$ cat src/shared/ssk_consts.svh
/*
 * Named constants for the subtract, skip and set execution block.
 * Assumes inclusion by bare name from design files only.
 */
`ifndef SSK_CONSTS_SVH
`define SSK_CONSTS_SVH

// ------------------------------------------------------------
// Data constants
// ------------------------------------------------------------
`define SSK_BYTE_ONES     8'hFF
`define SSK_BYTE_ZERO     8'h00
`define SSK_DEC_STEP      8'h01
`define SSK_NIB_ZERO      4'h0
`define SSK_NIB_MSB       3
`define SSK_NIB_CARRY     4

// ------------------------------------------------------------
// Flag bit positions in the flag vector
// ------------------------------------------------------------
`define SSK_FLAG_C        0
`define SSK_FLAG_HALF     1
`define SSK_FLAG_Z        2
`define SSK_FLAG_RANGE    3

// ------------------------------------------------------------
// Reset values
// ------------------------------------------------------------
`define SSK_WREG_RST      8'h00
`define SSK_FLAGS_RST     4'h0

`endif

$ cat src/shared/ssk_pkg.sv
/*
 * Types for the subtract, skip and set execution block.
 * Assumes the decoder drives the operation code with this encoding.
 */
package ssk_pkg;

   // ---------------------------------------------------------
   // Operation codes from the decoder
   // ---------------------------------------------------------
   typedef enum logic [2:0] {
      SSK_OP_SUB_BORROW_WREG = 3'h0,
      SSK_OP_SUB_BORROW_MEM  = 3'h1,
      SSK_OP_DEC_SKIP_MEM    = 3'h2,
      SSK_OP_DEC_SKIP_WREG   = 3'h3,
      SSK_OP_SET_BYTE        = 3'h4,
      SSK_OP_SET_BIT         = 3'h5,
      SSK_OP_NONE            = 3'h7
   } ssk_op_t;

   // ---------------------------------------------------------
   // Execution states
   // ---------------------------------------------------------
   typedef enum logic [1:0] {
      SSK_ST_EXEC  = 2'b00,
      SSK_ST_DUMMY = 2'b01
   } ssk_state_t;

endpackage

$ cat src/verilog/ssk_bit_set.sv
/*
 * Forces one selected bit of a word to one, others pass through.
 * Assumes the index is already range limited by its width.
 */
`timescale 1ns/1ps

module ssk_bit_set #(
   parameter int WIDTH     = 8,
   parameter int IDX_WIDTH = 3
) (
   input  wire logic [WIDTH-1:0]     data_in,
   input  wire logic [IDX_WIDTH-1:0] index_in,
   output logic      [WIDTH-1:0]     data_out
);

   // ---------------------------------------------------------
   // One-hot mask ORed in
   // ---------------------------------------------------------
   wire logic [WIDTH-1:0] one_hot;
   assign one_hot  = {{(WIDTH-1){1'b0}}, 1'b1} << index_in;
   assign data_out = data_in | one_hot;

endmodule

$ cat src/verilog/ssk_exec.sv
/*
 * Execution datapath for subtract-with-borrow, decrement-and-skip
 * and byte or bit set operations of an 8-bit core.
 * Assumes the decoder presents one operation with its memory operand
 * already read, and that the data memory takes the write strobe.
 */
// Behaviour
// - Borrow subtract into working register, flags
// - Borrow subtract stored to memory, flags
// - Carry clear if negative, else set
// - Decrement memory byte, skip when zero
// - Skip inserts one dummy instruction cycle
// - Decrement into working register, skip zero
// - Byte set writes all ones, no flags
// - Bit set touches one bit only
`timescale 1ns/1ps

`include "ssk_consts.svh"

module ssk_exec
   import ssk_pkg::*;
#(
   parameter int DATA_WIDTH = 8,
   parameter int ADDR_WIDTH = 8,
   parameter int FLAG_COUNT = 4,
   parameter int IDX_WIDTH  = 3
) (
   input  wire logic                  clock_in,
   input  wire logic                  rst_in,
   input  wire logic                  op_valid_in,
   input  wire ssk_op_t               op_code_in,
   input  wire logic [ADDR_WIDTH-1:0] op_addr_in,
   input  wire logic [DATA_WIDTH-1:0] op_operand_in,
   input  wire logic [IDX_WIDTH-1:0]  op_bit_field_in,
   input  wire logic                  wreg_load_in,
   input  wire logic [DATA_WIDTH-1:0] wreg_load_data_in,
   input  wire logic                  flags_load_in,
   input  wire logic [FLAG_COUNT-1:0] flags_load_data_in,
   output logic                       op_ready_out,
   output logic                       dummy_cycle_out,
   output logic                       skip_out,
   output logic                       mem_wr_en_out,
   output logic [ADDR_WIDTH-1:0]      mem_wr_addr_out,
   output logic [DATA_WIDTH-1:0]      mem_wr_data_out,
   output logic [DATA_WIDTH-1:0]      working_register_out,
   output logic [FLAG_COUNT-1:0]      flags_out
);

   // ---------------------------------------------------------
   // State and storage
   // ---------------------------------------------------------
   ssk_state_t            state_reg;
   ssk_state_t            state_next;
   logic [DATA_WIDTH-1:0] wreg_reg;
   logic [DATA_WIDTH-1:0] wreg_next;
   logic [FLAG_COUNT-1:0] flags_reg;
   logic [FLAG_COUNT-1:0] flags_next;
   logic                  mem_wr_en_reg;
   logic                  mem_wr_en_next;
   logic [ADDR_WIDTH-1:0] mem_wr_addr_reg;
   logic [DATA_WIDTH-1:0] mem_wr_data_reg;
   logic [DATA_WIDTH-1:0] mem_wr_data_next;
   logic                  skip_reg;
   logic                  skip_next;

   // ---------------------------------------------------------
   // Operation decode
   // ---------------------------------------------------------
   wire logic take_op;
   wire logic is_sub_w;
   wire logic is_sub_m;
   wire logic is_dec_m;
   wire logic is_dec_w;
   wire logic is_set_byte;
   wire logic is_set_bit;
   wire logic is_sub;

   // Only accepted while not burning a dummy cycle
   assign take_op     = op_valid_in & op_ready_out;
   assign is_sub_w    = take_op & (op_code_in == SSK_OP_SUB_BORROW_WREG);
   assign is_sub_m    = take_op & (op_code_in == SSK_OP_SUB_BORROW_MEM);
   assign is_dec_m    = take_op & (op_code_in == SSK_OP_DEC_SKIP_MEM);
   assign is_dec_w    = take_op & (op_code_in == SSK_OP_DEC_SKIP_WREG);
   assign is_set_byte = take_op & (op_code_in == SSK_OP_SET_BYTE);
   assign is_set_bit  = take_op & (op_code_in == SSK_OP_SET_BIT);
   assign is_sub      = is_sub_w | is_sub_m;

   // ---------------------------------------------------------
   // Borrow subtract arithmetic
   // ---------------------------------------------------------
   wire logic                    borrow_in;
   wire logic [DATA_WIDTH:0]     diff_full;
   wire logic [`SSK_NIB_CARRY:0] diff_nib;
   wire logic [DATA_WIDTH-1:0]   diff;
   wire logic                    sub_c;
   wire logic                    sub_half;
   wire logic                    sub_z;
   wire logic                    sub_range;
   wire logic [FLAG_COUNT-1:0]   sub_flags;
   logic      [FLAG_COUNT-1:0]   sub_flags_v;

   assign borrow_in = ~flags_reg[`SSK_FLAG_C];
   assign diff_full = {1'b0, wreg_reg} - {1'b0, op_operand_in}
                      - {{DATA_WIDTH{1'b0}}, borrow_in};
   // Low nibble with a spare top bit catches the half borrow
   assign diff_nib  = {1'b0, wreg_reg[`SSK_NIB_MSB:0]}
                      - {1'b0, op_operand_in[`SSK_NIB_MSB:0]}
                      - {`SSK_NIB_ZERO, borrow_in};
   assign diff      = diff_full[DATA_WIDTH-1:0];
   assign sub_c     = ~diff_full[DATA_WIDTH];
   assign sub_half  = ~diff_nib[`SSK_NIB_CARRY];
   assign sub_z     = (diff == `SSK_BYTE_ZERO);
   // Signed overflow: operands differ in sign, result sign flips
   assign sub_range = (wreg_reg[DATA_WIDTH-1] ^ op_operand_in[DATA_WIDTH-1])
                      & (wreg_reg[DATA_WIDTH-1] ^ diff[DATA_WIDTH-1]);

   // Flags packed by named position
   always_comb begin
      sub_flags_v = `SSK_FLAGS_RST;
      sub_flags_v[`SSK_FLAG_C]     = sub_c;
      sub_flags_v[`SSK_FLAG_HALF]  = sub_half;
      sub_flags_v[`SSK_FLAG_Z]     = sub_z;
      sub_flags_v[`SSK_FLAG_RANGE] = sub_range;
   end
   assign sub_flags = sub_flags_v;

   // ---------------------------------------------------------
   // Decrement and skip arithmetic
   // ---------------------------------------------------------
   wire logic [DATA_WIDTH-1:0] dec_val;
   wire logic                  dec_zero;
   wire logic                  want_skip;

   assign dec_val   = op_operand_in - `SSK_DEC_STEP;
   assign dec_zero  = (dec_val == `SSK_BYTE_ZERO);
   // Register form skips on same test
   assign want_skip = (is_dec_m | is_dec_w) & dec_zero;

   // ---------------------------------------------------------
   // Single-bit set
   // ---------------------------------------------------------
   wire logic [DATA_WIDTH-1:0] bit_set_val;

   ssk_bit_set #(
      .WIDTH     (DATA_WIDTH),
      .IDX_WIDTH (IDX_WIDTH)
   ) u_bit_set (
      .data_in  (op_operand_in),
      .index_in (op_bit_field_in),
      .data_out (bit_set_val)
   );

   // ---------------------------------------------------------
   // Destination selection
   // ---------------------------------------------------------
   // Memory destination for memory-form borrow subtract and decrement, byte set and bit set
   assign mem_wr_en_next   = is_sub_m | is_dec_m | is_set_byte | is_set_bit;
   assign mem_wr_data_next = is_sub_m    ? diff :
                             is_dec_m    ? dec_val :
                             is_set_byte ? `SSK_BYTE_ONES :
                             bit_set_val;

   assign wreg_next  = is_sub_w     ? diff :
                       is_dec_w     ? dec_val :
                       wreg_load_in ? wreg_load_data_in :
                       wreg_reg;

   // Only borrow subtract touches flags; decrement and set keep them
   assign flags_next = is_sub        ? sub_flags :
                       flags_load_in ? flags_load_data_in :
                       flags_reg;

   // ---------------------------------------------------------
   // Skip sequencing
   // ---------------------------------------------------------
   // One dummy cycle after a skip
   always_comb begin
      state_next = state_reg;
      skip_next  = 1'b0;
      case (state_reg)
         SSK_ST_EXEC: begin
            if (want_skip) begin
               state_next = SSK_ST_DUMMY;
               skip_next  = 1'b1;
            end
         end
         SSK_ST_DUMMY: begin
            state_next = SSK_ST_EXEC;
         end
         default: begin
            state_next = SSK_ST_EXEC;
         end
      endcase
   end

   // Fetched instruction is discarded while the dummy runs
   assign op_ready_out    = (state_reg == SSK_ST_EXEC);
   assign dummy_cycle_out = (state_reg == SSK_ST_DUMMY);

   // ---------------------------------------------------------
   // State registers
   // ---------------------------------------------------------
   always_ff @(posedge clock_in or posedge rst_in) begin
      if (rst_in) begin
         state_reg <= SSK_ST_EXEC;
         skip_reg  <= 1'b0;
         wreg_reg  <= `SSK_WREG_RST;
         flags_reg <= `SSK_FLAGS_RST;
      end else begin
         state_reg <= state_next;
         skip_reg  <= skip_next;
         wreg_reg  <= wreg_next;
         flags_reg <= flags_next;
      end
   end

   // ---------------------------------------------------------
   // Memory write port registers
   // ---------------------------------------------------------
   // Strobe is a single-cycle pulse; address and data hold after
   always_ff @(posedge clock_in or posedge rst_in) begin
      if (rst_in) begin
         mem_wr_en_reg   <= 1'b0;
         mem_wr_addr_reg <= {ADDR_WIDTH{1'b0}};
         mem_wr_data_reg <= `SSK_BYTE_ZERO;
      end else begin
         mem_wr_en_reg <= mem_wr_en_next;
         if (mem_wr_en_next) begin
            mem_wr_addr_reg <= op_addr_in;
            mem_wr_data_reg <= mem_wr_data_next;
         end
      end
   end

   // ---------------------------------------------------------
   // Outputs
   // ---------------------------------------------------------
   assign skip_out             = skip_reg;
   assign mem_wr_en_out        = mem_wr_en_reg;
   assign mem_wr_addr_out      = mem_wr_addr_reg;
   assign mem_wr_data_out      = mem_wr_data_reg;
   assign working_register_out = wreg_reg;
   assign flags_out            = flags_reg;

endmodule

$ cat config.mk
export PLATFORM = sky130hd
export DESIGN_NAME = ssk_exec
export DESIGN_NICKNAME = d
export VERILOG_FILES = /design/src/shared/ssk_pkg.sv /design/src/verilog/ssk_bit_set.sv /design/src/verilog/ssk_exec.sv
export VERILOG_INCLUDE_DIRS = /design/src /design/src/shared
export SDC_FILE = /design/constraint.sdc
export NUM_CORES = 1
export LEC_CHECK = 0
export ABC_AREA = 1
export BUFFER_PORTS_ARGS = -buffer_cell sky130_fd_sc_hd__buf_4
export CAP_MARGIN = 15
export CORE_MARGIN = 2
export CORE_UTILIZATION = 53
export CTS_CLUSTER_SIZE = 12
export DETAILED_ROUTE_END_ITERATION = 10
export HOLD_SLACK_MARGIN = 0.02
export PLACE_DENSITY = 0.81
export SLEW_MARGIN = 20
export SYNTH_ARGS = -nofsm -noshare
export SYNTH_HDL_FRONTEND = slang
export SYNTH_SLANG_ARGS = --single-unit
$ cat constraint.sdc
create_clock -name clock_in -period 3.4 [get_ports clock_in]
set_input_delay 0.34 -clock clock_in [delete_from_list [all_inputs] [get_ports clock_in]]
set_output_delay 0.34 -clock clock_in [all_outputs]
set_load 0.01 [all_outputs]
# After elaboration in Yosys (flattened, before gate mapping)
# Index checks and enable logic that the tools add are counted.
[totals] inputBits=39 regBits=32 wordCells=58
[classes] n_eq_ne=7 shifts=1 n_addsub=5 reduce_logical=6 n_bitwise=20 muxes=12
[op_table] operator="$mux W8" n=6
[op_table] operator="$logic_not A8 Y1" n=2
[op_table] operator="$and A1 B1 Y1" n=9
[op_table] operator="$sub A8 B8 Y9" n=1
[op_table] operator="$sub A9 B1 Y9" n=1
[op_table] operator="$mux W4" n=2
[op_table] operator="$or A8 B8 Y8" n=1
[op_table] operator="$shl A1 B3 Y8 const A" n=1
[op_table] operator="$sub A8 B1 Y8 const B" n=1
[op_table] operator="$eq A3 B2 Y1 const B" n=2
[op_table] operator="$eq A3 B3 Y1 const B" n=2
[op_table] operator="$or A1 B1 Y1" n=5
[op_table] operator="$sub A4 B4 Y5" n=1
[op_table] operator="$sub A5 B1 Y5" n=1
[op_table] operator="$mux W2" n=2
[op_table] operator="$eq A3 B1 Y1 const B" n=1
[op_table] operator="$logic_not A3 Y1" n=1
[op_table] operator="$not A1 Y1" n=3
[op_table] operator="$reduce_bool A3 Y1" n=1
[op_table] operator="$eq A2 B1 Y1 const B" n=1
[op_table] operator="$logic_not A2 Y1" n=1
[op_table] operator="$mux W1" n=2
[op_table] operator="$ne A2 B1 Y1 const B" n=1
[op_table] operator="$reduce_bool A2 Y1" n=1
[op_table] operator="$xor A1 B1 Y1" n=2

# Depth between registers and ports, before layout
[depth] depth_word=7 depth_mapped=17 mapped_depth_nobuf=17

# Cells and area by module
# A second synthesis with hierarchy kept.
[unflattened] hier_cells=365 hier_area_um2=2516.2
[by_module_without_submodules] module="ssk_exec" seq_area_each_um2=775.7 cells_per_inst=340 n_inst=1 area_per_inst_um2=2409.8
[by_module_without_submodules] module="ssk_bit_set" seq_area_each_um2=0.0 cells_per_inst=25 n_inst=1 area_per_inst_um2=106.4

# Worst setup path after synthesis
# OpenSTA, ideal clock, no wires.
[synth_timing] kind="register to register" from="register wreg_reg[0], in the netlist working_register_out[0]" to="register wreg_reg[6], in the netlist working_register_out[6]" path_slack_ns=0.672 arrival_ns=2.650 n_path_buf=0 period_less_slack_ns=2.728 stages_incl_launch_ff=17 path_cell_list="dfrtp_1 fa_1 inv_1 ha_1 or2_2 fa_1 inv_1 nand2_1 nand2_1 nand2_1 a21oi_1 inv_1 nand2_1 nand2_1 inv_1 nand2_1 a21oi_1"
[synth_between] elab_chain_len=3
[synth_lines] item="start, declared" line="ssk_exec.sv:54" text="logic [DATA_WIDTH-1:0] wreg_reg;"
[synth_lines] item="start signal, assigned" line="ssk_exec.sv:207" text="wreg_reg <= `SSK_WREG_RST;"
[synth_lines] item="start signal, assigned" line="ssk_exec.sv:212" text="wreg_reg <= wreg_next;"
[synth_lines] item="$sub A8 B8 Y9" line="ssk_exec.sv:103" text="assign diff_full = {1'b0, wreg_reg} - {1'b0, op_operand_in}"
[synth_lines] item="$sub A9 B1 Y9" line="ssk_exec.sv:104" text="- {{DATA_WIDTH{1'b0}}, borrow_in};"
[synth_lines] item="$mux W8" line="ssk_exec.sv:163" text="assign wreg_next = is_sub_w ? diff :"
# Every way passes these cells.
# A chain may end at the register's enable or synchronous reset.

# Worst setup path in the final report
[layout_timing] from="register flags_reg[0], in the netlist flags_out[0]" to="register wreg_reg[6], in the netlist working_register_out[6]"
[layout_between] elab_chain_len=3
[layout_lines] item="start, declared" line="ssk_exec.sv:56" text="logic [FLAG_COUNT-1:0] flags_reg;"
[layout_lines] item="start signal, assigned" line="ssk_exec.sv:208" text="flags_reg <= `SSK_FLAGS_RST;"
[layout_lines] item="start signal, assigned" line="ssk_exec.sv:213" text="flags_reg <= flags_next;"
[layout_lines] item="$not A1 Y1" line="ssk_exec.sv:102" text="assign borrow_in = ~flags_reg[`SSK_FLAG_C];"
[layout_lines] item="$sub A9 B1 Y9" line="ssk_exec.sv:104"
[layout_lines] item="$mux W8" line="ssk_exec.sv:163"
# Every way passes these cells.

==> summary.txt <==
Hold path
  • Worst min-delay path class: in2async

Critical path
  • Crit path max-delay family: adder cells
  • CP arrival: 3.14 ns
  • Buffers plus inverters on the worst setup path: 4
  • CP most frequent cell: nand2_1
  • Maximum fanout along the worst path: 4
  • Crit path max-delay cell type: fa_1
  • Worst Setup Start Kind: flop
  • CP Data Required Time: 3.61 ns
  • CP Class: reg2reg
  • Crit-path cells: fa_1, inv_1, ha_1, or2_2, fa_1, inv_1, nand2_1, nand2_1, nand2_1, a21oi_1, inv_1, nand2_1, nand2_1, inv_1, nand2_1, a21oi_1
  • Endpoint class of the critical path: flop
  • Max incr delay on CP: 0.53 ns

Floorplan
  • Area of the core: 4440 sq um
  • Rows: 24
  • Boundary Pins: 71
  • Die Wd: between 70 and 80 microns
  • Die height: 72.7 microns
  • Starting Density: 56.3%
  • Die footprint: roughly 5300 sq um

Logic synthesis
  • Syn Std Cell Area: around 2500 sq um
  • Most used flip-flop cell after synthesis: dfrtp_1
  • Synth Register Bits: 31
  • Seq/Total Area, Yosys: between 30% and 40%
  • Synthesized instance count: 360
  • Avg Inst Size Synth: about 6.9 sq um
  • Synth async-reset ratio: 100%
  • Yosys warnings: 0
  • Post-synth EDFFs: 0
  • Net Count, Synth: between 400 and 500
  • Yosys cell types: 35

Global route
  • GRT Overall Usage: about a quarter
  • Grt ovf: 0
  • First-pass GRT wire length: 10900 microns
  • Number of global-route vias before repair: 2400
  • Initial antenna violation count: 0
  • Pin count of the biggest net entering global routing: 32

Clock tree
  • Post-CTS sizing: 0
  • Clock-pin slew on the worst setup and hold paths: 0.07 ns
  • TritonCTS clock tree: done
  • CTS Hold Buffers Added: 0
  • Clock sink count: 31
  • Clk Latency, worst-skew pair: 0.29 ns
  • H-tree depth: 2
  • CTS Root Cell: clkbuf_8
  • Postcts setup bufs: 0
  • Max Buffers Root-to-Sink: 2
  • CTS Buf Count: 5

Finish
  • Most common cell after layout, fill and taps aside: nand2_1
  • # nets final: 491
  • Layout area overhead: 27.0%
  • # diodes: 0
  • Share of cells above drive strength 1: a little under a quarter
  • Most frequent cells in the layout: 102 x nand2_1, 71 x buf_4, 55 x inv_1

STA
  • Fmax: 0.341 GHz
  • Skew final: ~0.0062 ns
  • Worst slew margin: between 70% and 80%
  • Fin crit share: 86.3%
  • WHS: 0.139 ns
  • Final-report hold violation count: 0
  • TNS Setup: 0 ns
  • Final setup viols: 0
  • RSZ-0062 raised after global routing: false
  • Final max-slew violation count: 0
  • Fin crit period: about 2.9 ns
  • Pin slew with the least headroom to its limit: ~0.42 ns

Detailed routing
  • Drt pass-1 iters: 5
  • DRC Markers: 0
  • Initial DRC Count: approximately 160
  • Total number of vias: around 2.6k
  • Wire length per cell: between 10 and 15 microns
  • Post-route ant nets: 0
  • WL final: between 6000 and 7000 microns
  • Vias per cell: 5.26

Power and ir drop
  • PD cells: 451 nW/um^2
  • Sequential power share: 32.3%
  • Comb pwr share: 41.1%
  • Sw frac: 36.4%
  • Peak supply drop: 0.000326 V
  • Leakage power: 1.71 nW
  • Clock share of power: 26.6%
  • Int Power: 0.000911 W
  • Psw: 0.000521 W

Job
  • Max Cap Viol: 0

Status
  • Outcome: complete, no violations

Place
  • Post-DP HPWL: 5220 microns
  • # port buffers: 70
  • Gpl congestion: 0.915
-- power groups by stage --
stage / clock, W / sequential [W] / combinational, W
2_1_floorplan: 0 / 0.000493 / 0.000346
3_3_place_gp: 0 / 0.000469 / 0.000570
3_5_place_dp: 0 / 0.000469 / 0.000585
4_1_cts: 0.000388 / 0.000463 / 0.000589
5_1_grt: 0.000400 / 0.000470 / 0.000668
6_report: 0.000381 / 0.000463 / 0.000588
-- worst min-delay path, cell delays in order --
cell and delay (ns):
buf_4 0.10, inv_1 0.04, buf_4 0.36
-- layout make-up --
cell class	instances	area (sq um)
timing repair buffer	71	533
multi-input combinational	266	1460
clock inverter	2	35.0
fill	405	1270
clock buffer	6	82.6
sequential	31	776
inverter	59	224
tap	52	65.1
-- kinds of logic (layout without fill, tap and decap cells) --
group | count (synthesis) | after routing | share of synthesized area (%)
and+or+nand+nor | 187 | 187 | 34.0
DFF | 31 | 31 | 31.0
AOI/OAI and AO/OA | 55 | 55 | 12.7
adders and majority gates | 18 | 18 | 9.60
buffers and inverters | 63 | 138 | 10.6
xor gates and xnor gates | 6 | 6 | 2.10
-- per-stage QoR --
step                      total power (W)  setup slack (ns)  instances  area, sq um  utilization (%)
after floorplan                  0.000839             0.672        360         2500                -
after global placement            0.00104             0.451        479         3060             68.8
after detailed placement          0.00105             0.369        479         3060             68.8
after CTS                         0.00144             0.480        487         3180             71.5
after global routing              0.00154             0.255        487         3180             71.5
final                             0.00143             0.467        487         3180             71.5
-- Yosys cell counts (4+ instances only) --
library cell	number	area share, %
inv_1	55	8.3
nand3_1	21	4.2
dfrtp_1	31	31
a31oi_1	5	1.3
nor3_1	4	0.80
nor2_1	38	5.7
nor2_4	5	2.3
o21ai_0	24	4.8
a21oi_1	9	1.8
xor2_1	4	1.4
nand2_1	102	15
nand2_2	6	1.5
ha_1	16	8.0
-- path summary, 6_finish.rpt --
path | start | endpoint | slack, ns | cells past startpoint
min reg2reg | mem_wr_addr_out[5]$_DFFE_PP0P_ | mem_wr_addr_out[5]$_DFFE_PP0P_ | 0.47 | 2
min in group clock_in | op_addr_in[5] | mem_wr_addr_out[5]$_DFFE_PP0P_ | 0.25 | 3
max in group asynchronous | rst_in | flags_out[0]$_DFFE_PP0P_ | 2.95 | 3
min | rst_in | mem_wr_addr_out[3]$_DFFE_PP0P_ | 0.14 | 3
max | flags_out[0]$_DFFE_PP0P_ | working_register_out[6]$_DFFE_PP0P_ | 0.47 | 16
max reg2reg | flags_out[0]$_DFFE_PP0P_ | working_register_out[6]$_DFFE_PP0P_ | 0.47 | 16
-- per-layer routing --
layer  track usage (%)  vias up  wire length (microns)
li1                  -     1300                      -
met4              10.9        0                    170
met5                 0        -                      0
met2              41.8       86                   2950
met1              35.2     1161                   2980
met3              4.56       17                    398
(Power assumes the default switching activity.)
